### src/design/rst_ctrl_pkg.sv
// rst_ctrl_pkg: constants and types shared by the reset controller files
// assumes one 200 MHz system clock and plain level inputs from every reset source
package rst_ctrl_pkg;

  // source positions in the request and cause vectors
  localparam int NUM_SRC = 10;
  localparam int SRC_POR = 0;
  localparam int SRC_PIN = 1;
  localparam int SRC_CMP = 2;
  localparam int SRC_SW = 3;
  localparam int SRC_SUPPLY = 4;
  localparam int SRC_WDOG = 5;
  localparam int SRC_MCD = 6;
  localparam int SRC_FLASH = 7;
  localparam int SRC_WAKE_ALARM = 8;
  localparam int SRC_WAKE_FAIL = 9;

  // sources that no enable input can switch off
  localparam logic [NUM_SRC-1:0] ALWAYS_ON_MASK = 10'h08B;
  // cause flags after power-up of the controller itself
  localparam logic [NUM_SRC-1:0] CAUSE_RESET = 10'h001;

  // port pin defaults while in reset
  localparam int NUM_PINS = 24;
  localparam logic PORT_LATCH_RESET = 1'b1;
  localparam logic PORT_OD_RESET = 1'b1;

  // restart point of the core
  localparam int PC_W = 16;
  localparam logic [PC_W-1:0] RESET_VECTOR = 16'h0000;

  // clock defaults after reset: low power oscillator divided by eight
  localparam int LPO_FREQ_MHZ = 20;
  localparam int CLK_DIV_RESET_RATIO = 8;
  localparam logic [2:0] CLK_DIV_RESET_CODE = 3'($clog2(CLK_DIV_RESET_RATIO));

  // timeout monitor restarts with its longest interval
  localparam int WDOG_INTERVAL_W = 8;
  localparam logic [WDOG_INTERVAL_W-1:0] WDOG_INTERVAL_MAX = 8'hFF;

  // least time reset stays asserted after the last source drops
  localparam int CLK_PERIOD_PS = 5000;
  localparam int MIN_HOLD_NS = 100;
  localparam int MIN_HOLD_CYCLES = (MIN_HOLD_NS * 1000 + CLK_PERIOD_PS - 1) / CLK_PERIOD_PS;

  typedef enum logic [1:0] {
    CLK_LOW_POWER_OSC,
    CLK_PRECISION_OSC,
    CLK_EXTERNAL,
    CLK_CRYSTAL_32K
  } clk_src_t;

  typedef enum logic [1:0] {
    ST_RUN,
    ST_HOLD,
    ST_RELEASE
  } seq_state_t;

endpackage

### src/design/rst_source_gather.sv
// rst_source_gather: merges the reset sources and keeps a record of the causes
// assumes sources are levels synchronous to mclk_i; rst_i is the power-up reset
`timescale 1ns/1ps
`default_nettype none
module rst_source_gather
  import rst_ctrl_pkg::*;
(
  // clock and reset
  input wire logic mclk_i,
  input wire logic rst_i,
  // sources and their enables
  input wire logic [NUM_SRC-1:0] src_i,
  input wire logic [NUM_SRC-1:0] src_en_i,
  // sequencer phase
  input wire logic entry_i,
  input wire logic hold_i,
  // merged request and cause record
  output logic req_o,
  output logic [NUM_SRC-1:0] req_vec_o,
  output logic [NUM_SRC-1:0] cause_o
);

  typedef struct packed {
    logic [NUM_SRC-1:0] cause;
  } gather_t;

  gather_t st;
  gather_t next_st;

  genvar g;
  generate
    for (g = 0; g < NUM_SRC; g++) begin : g_src
      assign req_vec_o[g] = src_i[g] & (src_en_i[g] | ALWAYS_ON_MASK[g]);
    end
  endgenerate

  assign req_o = |req_vec_o;

  // a new reset replaces the record; sources seen while held are added
  always_comb begin
    next_st = st;
    if (entry_i) begin
      next_st.cause = req_vec_o;
    end else if (hold_i) begin
      next_st.cause = st.cause | req_vec_o;
    end
  end

  // the record survives every reset except power-up of this logic
  always_ff @(posedge mclk_i or posedge rst_i) begin
    if (rst_i) begin
      st.cause <= CAUSE_RESET;
    end else begin
      st <= next_st;
    end
  end

  assign cause_o = st.cause;

endmodule
`default_nettype wire

### src/design/port_reset_drive.sv
// port_reset_drive: forces each port pin to its safe state during reset
// assumes in_reset_i is the registered-to-be reset phase from the sequencer
`timescale 1ns/1ps
`default_nettype none
module port_reset_drive
  import rst_ctrl_pkg::*;
#(
  parameter int N_PINS = NUM_PINS
)
(
  // clock and reset
  input wire logic mclk_i,
  input wire logic rst_i,
  // control
  input wire logic in_reset_i,
  input wire logic [N_PINS-1:0] pullup_dis_i,
  // pin forcing
  output logic [N_PINS-1:0] latch_one_o,
  output logic [N_PINS-1:0] open_drain_o,
  output logic [N_PINS-1:0] pullup_en_o
);

  typedef struct packed {
    logic [N_PINS-1:0] latch;
    logic [N_PINS-1:0] od;
    logic [N_PINS-1:0] pullup_off;
  } pins_t;

  pins_t st;
  pins_t next_st;

  // per pin: reset forces latch high, open-drain, pull-up on
  always_comb begin
    next_st = st;
    for (int i = 0; i < N_PINS; i++) begin
      next_st.latch[i] = in_reset_i ? PORT_LATCH_RESET : 1'b0;
      next_st.od[i] = in_reset_i ? PORT_OD_RESET : 1'b0;
      if (in_reset_i) begin
        next_st.pullup_off[i] = 1'b0;
      end else if (pullup_dis_i[i]) begin
        next_st.pullup_off[i] = 1'b1;
      end
    end
  end

  always_ff @(posedge mclk_i or posedge rst_i) begin
    if (rst_i) begin
      st.latch <= {N_PINS{PORT_LATCH_RESET}};
      st.od <= {N_PINS{PORT_OD_RESET}};
      st.pullup_off <= '0;
    end else begin
      st <= next_st;
    end
  end

  assign latch_one_o = st.latch;
  assign open_drain_o = st.od;
  assign pullup_en_o = ~st.pullup_off;

endmodule
`default_nettype wire

### src/design/system_reset_controller.sv
// system_reset_controller: gathers reset sources into one system reset and
// sequences halt, defaults and restart of the core
// assumes all inputs synchronous to mclk_i; rst_i marks power-up of this logic
// What this block does
// - halt the core while reset is held
// - reset registers, except power-on-only bits
// - port latches one, pins open-drain
// - weak pull-ups on during and after reset
// - reset disables interrupts and timers
// - data memory kept across reset
// - drive reset pin low for power/supply resets
// - restart fetching at address zero
// - clock returns to internal oscillator
// - timeout monitor enabled after release
// - ten reset sources enter reset
// - wake clock alarm and failure both reset
// - clock is low-power oscillator divided by eight
// - timeout reset leaves pin; longest interval
`timescale 1ns/1ps
`default_nettype none
module system_reset_controller
  import rst_ctrl_pkg::*;
#(
  parameter int N_PINS = NUM_PINS,
  parameter int HOLD_CYCLES = MIN_HOLD_CYCLES
)
(
  // clock and reset
  input wire logic mclk_i,
  input wire logic rst_i,
  // reset sources, active high except the pin
  input wire logic por_i,
  input wire logic reset_pin_n_i,
  input wire logic comparator_rst_i,
  input wire logic sw_rst_req_i,
  input wire logic supply_mon_rst_i,
  input wire logic timeout_monitor_ovf_i,
  input wire logic missing_clock_i,
  input wire logic flash_err_i,
  input wire logic wake_clock_unit_alarm_i,
  input wire logic wake_clock_unit_fail_i,
  input wire logic [NUM_SRC-1:0] src_en_i,
  // run-time settings from the core
  input wire logic clk_req_i,
  input wire logic [1:0] clk_sel_req_i,
  input wire logic [2:0] clk_div_req_i,
  input wire logic timeout_monitor_dis_i,
  input wire logic [N_PINS-1:0] port_pullup_dis_i,
  // system reset
  output logic core_halt_o,
  output logic module_rst_o,
  output logic por_rst_o,
  output logic irq_disable_o,
  output logic timer_disable_o,
  output logic ram_write_block_o,
  output logic [NUM_SRC-1:0] reset_cause_o,
  // core restart
  output logic [PC_W-1:0] program_counter_o,
  output logic pc_load_o,
  // clock defaults
  output logic [1:0] clk_sel_o,
  output logic [2:0] clk_div_o,
  // timeout monitor
  output logic timeout_monitor_en_o,
  output logic timeout_monitor_restart_o,
  output logic [WDOG_INTERVAL_W-1:0] timeout_monitor_interval_o,
  // reset pin, open-drain
  output logic reset_pin_n_o,
  output logic reset_pin_n_oe_o,
  // port pins
  output logic [N_PINS-1:0] port_latch_o,
  output logic [N_PINS-1:0] port_open_drain_o,
  output logic [N_PINS-1:0] port_pullup_en_o
);

  localparam int CW = $clog2(HOLD_CYCLES + 1);
  localparam logic [CW-1:0] HOLD_LAST = CW'(HOLD_CYCLES - 1);

  typedef struct packed {
    seq_state_t state;
    logic [CW-1:0] cnt;
    logic halt;
    logic mod_rst;
    logic por_rst;
    logic irq_dis;
    logic tmr_dis;
    logic drive_pin;
    logic [PC_W-1:0] pc;
    logic pc_load;
    clk_src_t clk_sel;
    logic [2:0] clk_div;
    logic wdog_en;
    logic wdog_restart;
    logic [WDOG_INTERVAL_W-1:0] wdog_interval;
  } seq_t;

  seq_t st;
  seq_t next_st;
  logic [NUM_SRC-1:0] src_vec;
  logic [NUM_SRC-1:0] en_vec;
  logic [NUM_SRC-1:0] req_vec;
  logic any_req;
  logic entry;
  logic pin_masked;

  // the pin reads back our own drive, so it is ignored while we pull it low
  assign pin_masked = st.drive_pin | (st.state == ST_RELEASE);

  always_comb begin
    src_vec = '0;
    src_vec[SRC_POR] = por_i;
    src_vec[SRC_PIN] = ~reset_pin_n_i & ~pin_masked;
    src_vec[SRC_CMP] = comparator_rst_i;
    src_vec[SRC_SW] = sw_rst_req_i;
    src_vec[SRC_SUPPLY] = supply_mon_rst_i;
    src_vec[SRC_WDOG] = timeout_monitor_ovf_i & st.wdog_en;
    src_vec[SRC_MCD] = missing_clock_i;
    src_vec[SRC_FLASH] = flash_err_i;
    src_vec[SRC_WAKE_ALARM] = wake_clock_unit_alarm_i;
    src_vec[SRC_WAKE_FAIL] = wake_clock_unit_fail_i;
  end

  // overflow is only a source while the monitor is running
  always_comb begin
    en_vec = src_en_i;
    en_vec[SRC_WDOG] = 1'b1;
  end

  assign entry = (st.state == ST_RUN) & any_req;

  rst_source_gather u_gather (
    .mclk_i(mclk_i),
    .rst_i(rst_i),
    .src_i(src_vec),
    .src_en_i(en_vec),
    .entry_i(entry),
    .hold_i(st.state != ST_RUN),
    .req_o(any_req),
    .req_vec_o(req_vec),
    .cause_o(reset_cause_o)
  );

  // sequencer: run, hold while any source, then a fixed release delay
  always_comb begin
    next_st = st;
    next_st.pc_load = 1'b0;
    next_st.wdog_restart = 1'b0;
    case (st.state)
      ST_RUN: begin
        if (any_req) begin
          next_st.state = ST_HOLD;
          next_st.halt = 1'b1;
          next_st.mod_rst = 1'b1;
          next_st.por_rst = req_vec[SRC_POR];
          next_st.irq_dis = 1'b1;
          next_st.tmr_dis = 1'b1;
          next_st.drive_pin = req_vec[SRC_POR] | req_vec[SRC_SUPPLY];
          next_st.pc = RESET_VECTOR;
        end else begin
          if (clk_req_i) begin
            next_st.clk_sel = clk_src_t'(clk_sel_req_i);
            next_st.clk_div = clk_div_req_i;
          end
          if (timeout_monitor_dis_i) begin
            next_st.wdog_en = 1'b0;
          end
        end
      end
      ST_HOLD, ST_RELEASE: begin
        next_st.por_rst = st.por_rst | req_vec[SRC_POR];
        next_st.drive_pin = st.drive_pin | req_vec[SRC_POR] | req_vec[SRC_SUPPLY];
        if (any_req) begin
          next_st.state = ST_HOLD;
          next_st.cnt = '0;
        end else if (st.state == ST_HOLD) begin
          next_st.state = ST_RELEASE;
          next_st.cnt = '0;
        end else if (st.cnt == HOLD_LAST) begin
          next_st.state = ST_RUN;
          next_st.halt = 1'b0;
          next_st.mod_rst = 1'b0;
          next_st.por_rst = 1'b0;
          next_st.irq_dis = 1'b0;
          next_st.tmr_dis = 1'b0;
          next_st.drive_pin = 1'b0;
          next_st.pc = RESET_VECTOR;
          next_st.pc_load = 1'b1;
          next_st.clk_sel = CLK_LOW_POWER_OSC;
          next_st.clk_div = CLK_DIV_RESET_CODE;
          next_st.wdog_en = 1'b1;
          next_st.wdog_restart = 1'b1;
          next_st.wdog_interval = WDOG_INTERVAL_MAX;
        end else begin
          next_st.cnt = st.cnt + 1'b1;
        end
      end
      default: begin
        next_st.state = ST_HOLD;
      end
    endcase
  end

  // power-up of this logic behaves as a power-on reset already in hold
  always_ff @(posedge mclk_i or posedge rst_i) begin
    if (rst_i) begin
      st.state <= ST_HOLD;
      st.cnt <= '0;
      st.halt <= 1'b1;
      st.mod_rst <= 1'b1;
      st.por_rst <= 1'b1;
      st.irq_dis <= 1'b1;
      st.tmr_dis <= 1'b1;
      st.drive_pin <= 1'b1;
      st.pc <= RESET_VECTOR;
      st.pc_load <= 1'b0;
      st.clk_sel <= CLK_LOW_POWER_OSC;
      st.clk_div <= CLK_DIV_RESET_CODE;
      st.wdog_en <= 1'b1;
      st.wdog_restart <= 1'b0;
      st.wdog_interval <= WDOG_INTERVAL_MAX;
    end else begin
      st <= next_st;
    end
  end

  // pins follow the next halt so they change in the same cycle as core_halt_o
  port_reset_drive #(
    .N_PINS(N_PINS)
  ) u_ports (
    .mclk_i(mclk_i),
    .rst_i(rst_i),
    .in_reset_i(next_st.halt),
    .pullup_dis_i(port_pullup_dis_i),
    .latch_one_o(port_latch_o),
    .open_drain_o(port_open_drain_o),
    .pullup_en_o(port_pullup_en_o)
  );

  // output mapping
  assign core_halt_o = st.halt;
  assign module_rst_o = st.mod_rst;
  assign por_rst_o = st.por_rst;
  assign irq_disable_o = st.irq_dis;
  assign timer_disable_o = st.tmr_dis;
  assign ram_write_block_o = st.halt;
  assign program_counter_o = st.pc;
  assign pc_load_o = st.pc_load;
  assign clk_sel_o = st.clk_sel;
  assign clk_div_o = st.clk_div;
  assign timeout_monitor_en_o = st.wdog_en;
  assign timeout_monitor_restart_o = st.wdog_restart;
  assign timeout_monitor_interval_o = st.wdog_interval;
  assign reset_pin_n_o = 1'b0;
  assign reset_pin_n_oe_o = st.drive_pin;
endmodule
`default_nettype wire

### config.mk
export PLATFORM = sky130hd
export DESIGN_NAME = system_reset_controller
export DESIGN_NICKNAME = d
export VERILOG_FILES = /design/src/design/rst_ctrl_pkg.sv /design/src/design/rst_source_gather.sv /design/src/design/port_reset_drive.sv /design/src/design/system_reset_controller.sv
export SDC_FILE = /design/constraint.sdc
export NUM_CORES = 1
export LEC_CHECK = 0
export BUFFER_PORTS_ARGS = -buffer_cell sky130_fd_sc_hd__clkbuf_2
export CORE_UTILIZATION = 45
export CTS_CLUSTER_SIZE = 10
export DETAILED_ROUTE_END_ITERATION = 6
export GPL_ROUTABILITY_DRIVEN = 0
export PLACE_DENSITY = 0.85
export SLEW_MARGIN = 20
export SYNTH_ARGS = -nofsm -noshare
export SYNTH_HDL_FRONTEND = slang
export SYNTH_HIERARCHICAL = 1
export SYNTH_SLANG_ARGS = --single-unit
### constraint.sdc
create_clock -name mclk_i -period 2.7 [get_ports mclk_i]
set_input_delay 0 -clock mclk_i [delete_from_list [all_inputs] [get_ports mclk_i]]
set_output_delay 0 -clock mclk_i [all_outputs]
set_load 0.05 [all_outputs]
==> results of run 1 <==
==> through the flow <==
step           instances  utilization  worst slack [ns]
2_1_floorplan        336            -             0.375
3_3_place_gp         469        0.518             0.436
3_5_place_dp         469        0.518             0.325
4_1_cts              522        0.603             0.303
5_1_grt              522        0.603             0.130
6_report             522        0.603             0.276
==> layout make-up <==
type | count | area share
clock inverters | 1 | 0.00223
well taps | 77 | 0.0246
repair buffers | 193 | 0.307
clock buffers | 7 | 0.0246
multi-input cells | 146 | 0.257
inverters | 45 | 0.0431
flip-flops and latches | 53 | 0.342
==> worst max-delay path, cell delays in order (launching register included) <==
cell and delay [ns]:
dfstp_2 0.59, inv_1 0.08, ha_1 0.19, nor3_1 0.26, nor4_1 0.11, nand4_1 0.16
buf_4 0.20, nand2_1 0.08, inv_1 0.34, nor2_2 0.15, o22ai_1 0.17
==> registers in the layout, summed over array words and instances (netlist names) <==
signal                flops
u_ports/st               24
u_gather/cause_o         10
st                        7
clk_div_o                 3
clk_sel_o                 2
core_halt_o               1
module_rst_o              1
pc_load_o                 1
por_rst_o                 1
reset_pin_n_oe_o          1
timeout_monitor_en_o      1
u_ports/open_drain_o      1
==> metal layers <==
metal | wire [µm] | GRT usage
met1 | 2510 | 0.199
met3 | 326 | 0.0350
met2 | 3810 | 0.356
met4 | 159 | 0.0755
met5 | 0 | 0
==> placed cells by master (no fill, tap or decap), drive strengths merged, types with 2 or more instances in the layout <==
cell / count
nor3: 2
and4bb: 2
mux2i: 2
buf: 4
o31ai: 2
a22oi: 3
a21oi: 2
a2bb2oi: 2
clkbuf: 151
nor4: 2
o21ai: 13
conb: 27
nor2b: 2
inv: 45
a221oi: 2
a31oi: 2
dfstp: 10
nand2b: 6
nand3: 2
a211o: 3
dlygate4sd3: 45
ha: 5
o22ai: 7
nor2: 7
a22o: 5
dfrtp: 43
o21ba: 24
nand2: 11
==> timing repair <==
action,4_1_cts,5_1_grt
setup endpoints to repair,0,0
hold buffers,45,0
hold endpoints to repair,83,0
==> final timing paths <==
kind | from | end | slack (ns) | cells after the start
worst max-delay path | st[43] | u_gather/cause_o[9] | 0.28 | 10
worst min-delay path | clk_req_i | clk_div_o[0] | 0.08 | 4
worst max register to register | st[43] | u_gather/cause_o[9] | 0.28 | 10
worst min register to register | u_gather/cause_o[0] | u_gather/cause_o[0] | 0.47 | 2
max in group asynchronous | rst_i | st[39] | 1.90 | 3
min in group asynchronous | rst_i | u_gather/cause_o[7] | 0.23 | 3
==> power groups by stage <==
stage | combinational [mW] | clock, mW | sequential [mW]
5_1_grt | 2.52 | 0.558 | 1.16
6_report | 2.43 | 0.502 | 1.12
3_5_place_dp | 2.38 | 0 | 1.14
3_3_place_gp | 2.36 | 0 | 1.13
2_1_floorplan | 2.20 | 0 | 1.19
4_1_cts | 2.43 | 0.522 | 1.12
==> results.yml, run 1 <==
clocking:
  cts_buffers: 5
  clk_path_buf_depth: 2
  root_buffer: "clkbuf_8"
  htree_levels: 2
  clk_pin_slew_ns: 0.10
  cts.sink_count: 53
  postCtsResizedCells: 0
  cts_tree: "yes"
  post-cts-setup-buffers: 0
  insertion_delay_ns: 0.30
sta:
  max_freq_mhz: 413
  finalMaxSlewViolations: 0
  skew_ns: 0.0114
  hold_viol: 0
  whs_ns: 0.0812
  worstMarginPinSlew_ns: 0.918
  tns_ns: 0
  rsz0062_at_grt: "no"
  fin_crit_sh: 0.898
  fin_crit_ns: 2.42
  slew-limit-headroom: 0.384
  finalSetupViolCount: 0
pwr:
  p_leak_nw: 2.14
  power_frac_seq: 0.277
  clock_power_share: 0.124
  cellInternalPower_mw: 1.75
  ir_drop_uv: 390
  p_total_mw: 4.05
  p_switching_mw: 2.31
  p_comb_frac: 0.599
  powerDensity_nw_per_um2: 1030
  switching_share: 0.569
flow_run:
  maxCapViolCount: 0
critical_path:
  endpoint_kind: "flop"
  required_ns: 2.93
  criticalPathCategory: "reg2reg"
  worstPathMaxFanout: 15
  startpoint_type: "flop"
  worstPathArrival_ns: 2.65
layout:
  diodes: 0
  drive_above_1_share: 0.427
  seq_area_um2: 1340
  fillCellCount: 524
  fin_nets: 502
  final_area_um2: 3920
  multi_input_area_um2: 1010
  area_delta_synth_final_pct: 26.7
die:
  start_util: 0.476
  core_area_um2: 6490
  rows: 29
  io_pins: 175
  die_w_um: 84.9
  die_h_um: 84.9
  die_area_um2: 7210
route:
  drc: 15
  viasPerCell: 4.76
  firstDrtPassIters: 6
  wire_per_inst_um: 13.0
  antenna_left: 0
  wirelength_mm: 6.81
  num_vias: 2486
  drtIter0Drc: 104
global_routing:
  grt_pass1_vias: 2342
  grt_use_total: 0.185
  antenna_found_initial: 0
  grt_pass1_wl_mm: 10.7
  grt_start_max_net_pins: 49
  grt.overflow.total: 0
synth:
  syn_inst: 311
  syn_area_per_cell_um2: 9.95
  ys_warn_count: 6
  synth_area_um2: 3090
hold_path:
  hold_path.class: "in2reg"
outcome:
  violations: "DRC"
  status: "complete, but fails checks"
placed_design:
  dpl_cell_area_um2: 3360
  hpwlAfterDp_mm: 4.64
  port_buffers: 144
Power figures use the tool's default switching activity.
==> inputs of run 2 (changes only) <==
--- a/config.mk
+++ b/config.mk
@@ -10,9 +10,9 @@
 export CTS_CLUSTER_SIZE = 10
 export DETAILED_ROUTE_END_ITERATION = 6
 export GPL_ROUTABILITY_DRIVEN = 0
-export PLACE_DENSITY = 0.85
+export GPL_TIMING_DRIVEN = 0
+export PLACE_DENSITY = 0.86
 export SLEW_MARGIN = 20
 export SYNTH_ARGS = -nofsm -noshare
 export SYNTH_HDL_FRONTEND = slang
-export SYNTH_HIERARCHICAL = 1
 export SYNTH_SLANG_ARGS = --single-unit
==> run 2 against run 1 <==
Effect of this change: the run still ends with DRC left; clock-buffer cell count decreased by 1; hold slack got worse by 0.027 ns; sequential power fell by 4%; combinational power grew 16%; largest power group unchanged; highest routed layer unchanged.
==> results.yml, run 2 <==
layout:
  fin_nets: 598
  largest-register: "u_ports.st"
  drive_above_1_share: 0.484
  area_delta_synth_final_pct: 46.5
  fillCellCount: 501
  seq_area_um2: 1310
  utilization: 0.698
  largest_reg_flops: 24
  stdcell_count: 618
  multi_input_area_um2: 1020
  final_cell_mix: "144 x clkbuf_2, 82 x buf_4, 43 x dfrtp_1, 41 x dlygate4sd3_1, 38 x inv_1"
  final_common_cell: "clkbuf_2"
  diodes: 0
synth:
  ys_warn_count: 0
  ys_seq_area_frac: 0.427
  yosysMostFrequentCell: "buf_4"
  syn_inst: 324
  synthTopCellsByArea: "dfrtp_1 35%, buf_4 20%, dfstp_2 7.7%"
  synth_seq_cells: 52
  synthTopCellsByCount: "82 x buf_4, 43 x dfrtp_1, 39 x inv_1"
  synth_edf_count: 0
  syn_area_per_cell_um2: 9.50
  yosys.area.top_type_share: 0.350
  async_reset_ff_frac: 1.00
  yosysUniqueCellTypes: 46
  synth_ff_type: "dfrtp_1"
  synth_area_um2: 3080
  synth_area_leader_cell: "dfrtp_1"
critical_path:
  criticalPathCategory: "reg2reg"
  worst-path-buf-inv: 2
  slowest_stage: "dlygate4sd3_1"
  r2r_end: "u_gather.cause_o[8]"
  required_ns: 2.89
  startpoint_type: "flop"
  crit_start: "st[43]"
  ff2ff_path_depth: 7
  reg2reg_from: "st[43]"
  rrSetupSlack_ns: 0.13
  crit_chain: "inv_1, ha_1, or3_1, nand2_1, o21ai_1, a22o_1, dlygate4sd3_1"
  worstPathArrival_ns: 2.77
  crit_cells: 7
  worstPathMaxFanout: 8
  endpoint_kind: "flop"
  slowest_delay_ns: 0.57
  cp_top_family: "buffers and inverters"
die:
  core_area_um2: 6460
  rows: 29
  die_h_um: 84.7
  die_w_um: 84.7
  start_util: 0.476
  die_area_um2: 7170
  io_pins: 175
clocking:
  cts_buffers: 5
  cts_tree: "yes"
  postCtsResizedCells: 0
  clk_path_buf_depth: 2
  cts.sink_count: 52
  cts_hold_buf: 41
  root_buffer: "clkbuf_8"
  htree_levels: 2
  clk_pin_slew_ns: 0.09
  insertion_delay_ns: 0.31
  post-cts-setup-buffers: 0
pwr:
  p_total_mw: 4.36
  p_comb_frac: 0.646
  powerDensity_nw_per_um2: 968
  p_switching_mw: 2.42
  ir_drop_uv: 353
  power_frac_seq: 0.248
  switching_share: 0.555
  cellInternalPower_mw: 1.94
  p_leak_nw: 2.51
  clock_power_share: 0.106
route:
  wire_per_inst_um: 13.1
  drtIter0Drc: 153
  drc: 11
  antenna_left: 0
  wl_met2_mm: 4.36
  highest_layer: "met4"
  met3_length_um: 514
  num_vias: 2864
  drt-met1-wl_mm: 2.97
  firstDrtPassIters: 7
  viasPerCell: 4.63
  wirelength_mm: 8.11
hold_path:
  hold_path.class: "in2reg"
  holdPathStages: 3
  holdPathEnd: "clk_sel_o[0]"
  holdCritStartpoint: "clk_sel_req_i[0]"
sta:
  slew-limit-headroom: 0.463
  max_freq_mhz: 389
  whs_ns: 0.0542
  fin_crit_sh: 0.953
  rsz0062_at_grt: "no"
  finalSetupViolCount: 0
  hold_viol: 0
  worstMarginPinSlew_ns: 0.805
  fin_crit_ns: 2.57
  finalMaxSlewViolations: 0
  skew_ns: 0.00860
  tns_ns: 0
outcome:
  status: "complete, but fails checks"
  violations: "DRC"
flow_run:
  maxCapViolCount: 0
global_routing:
  grt.overflow.total: 0
  antenna_found_initial: 0
  grt_use_total: 0.228
  grt_pass1_vias: 2798
  grt_pass1_wl_mm: 13.1
  grt_start_max_net_pins: 52
placed_design:
  hpwlAfterDp_mm: 5.59
  port_buffers: 144
  placedCellCount: 569
-- run 2: tightest hold or removal path: stages --
cell and delay, ns:
clkbuf_2 0.07, nor2b_1 0.12, mux2_4 0.15
-- run 2: cells by family after synthesis --
logic type                 after synthesis  synth area share
AOI/OAI and AO/OA                       62             0.135
adders and majority gates                5            0.0203
buffers and inverters                  128             0.269
DFF                                     52             0.427
muxes                                    8            0.0313
other                                    2           0.00244
and+or+nand+nor                         67             0.115
-- run 2: power groups by stage --
| stage | Sequential [mW] | Combinational, mW | Clock, mW |
|---|---|---|---|
| finish | 1.08 | 2.82 | 0.462 |
| global route | 1.11 | 2.94 | 0.508 |
| CTS | 1.08 | 2.81 | 0.484 |
| detailed placement | 1.10 | 2.76 | 0 |
| global placement | 1.08 | 2.72 | 0 |
| floorplan | 1.13 | 2.20 | 0 |
-- run 2: worst max path at each step --
stage	to	slack (ns)
after global placement	u_ports.st[18]	0.46
after global routing	u_gather.cause_o[8]	0.01
after floorplan	u_ports.st[0]	0.78
after CTS	u_gather.cause_o[4]	0.18
final	u_gather.cause_o[8]	0.13
after detailed placement	u_ports.st[19]	0.42
-- run 2: per-stage QoR --
step	worst slack (ns)	area, µm²
finish	0.127	4510
global route	0.0131	4510
CTS	0.177	4510
detailed placement	0.423	4000
global placement	0.463	3980
floorplan	0.783	3160
-- run 2: metal layers --
metal,vias to the layer above,track usage
li1,1386,-
met1,1308,0.242
met2,139,0.433
met3,31,0.0482
met4,0,0.100
met5,-,0
-- run 2: cell type report --
| class | instances | area share |
|---|---|---|
| clock inverter | 2 | 0.00333 |
| buffer | 89 | 0.151 |
| clock buffer | 6 | 0.0183 |
| timing repair buffer | 186 | 0.255 |
| multi-input combinational | 167 | 0.227 |
| tap | 77 | 0.0214 |
| sequential | 52 | 0.291 |
| inverter | 39 | 0.0325 |
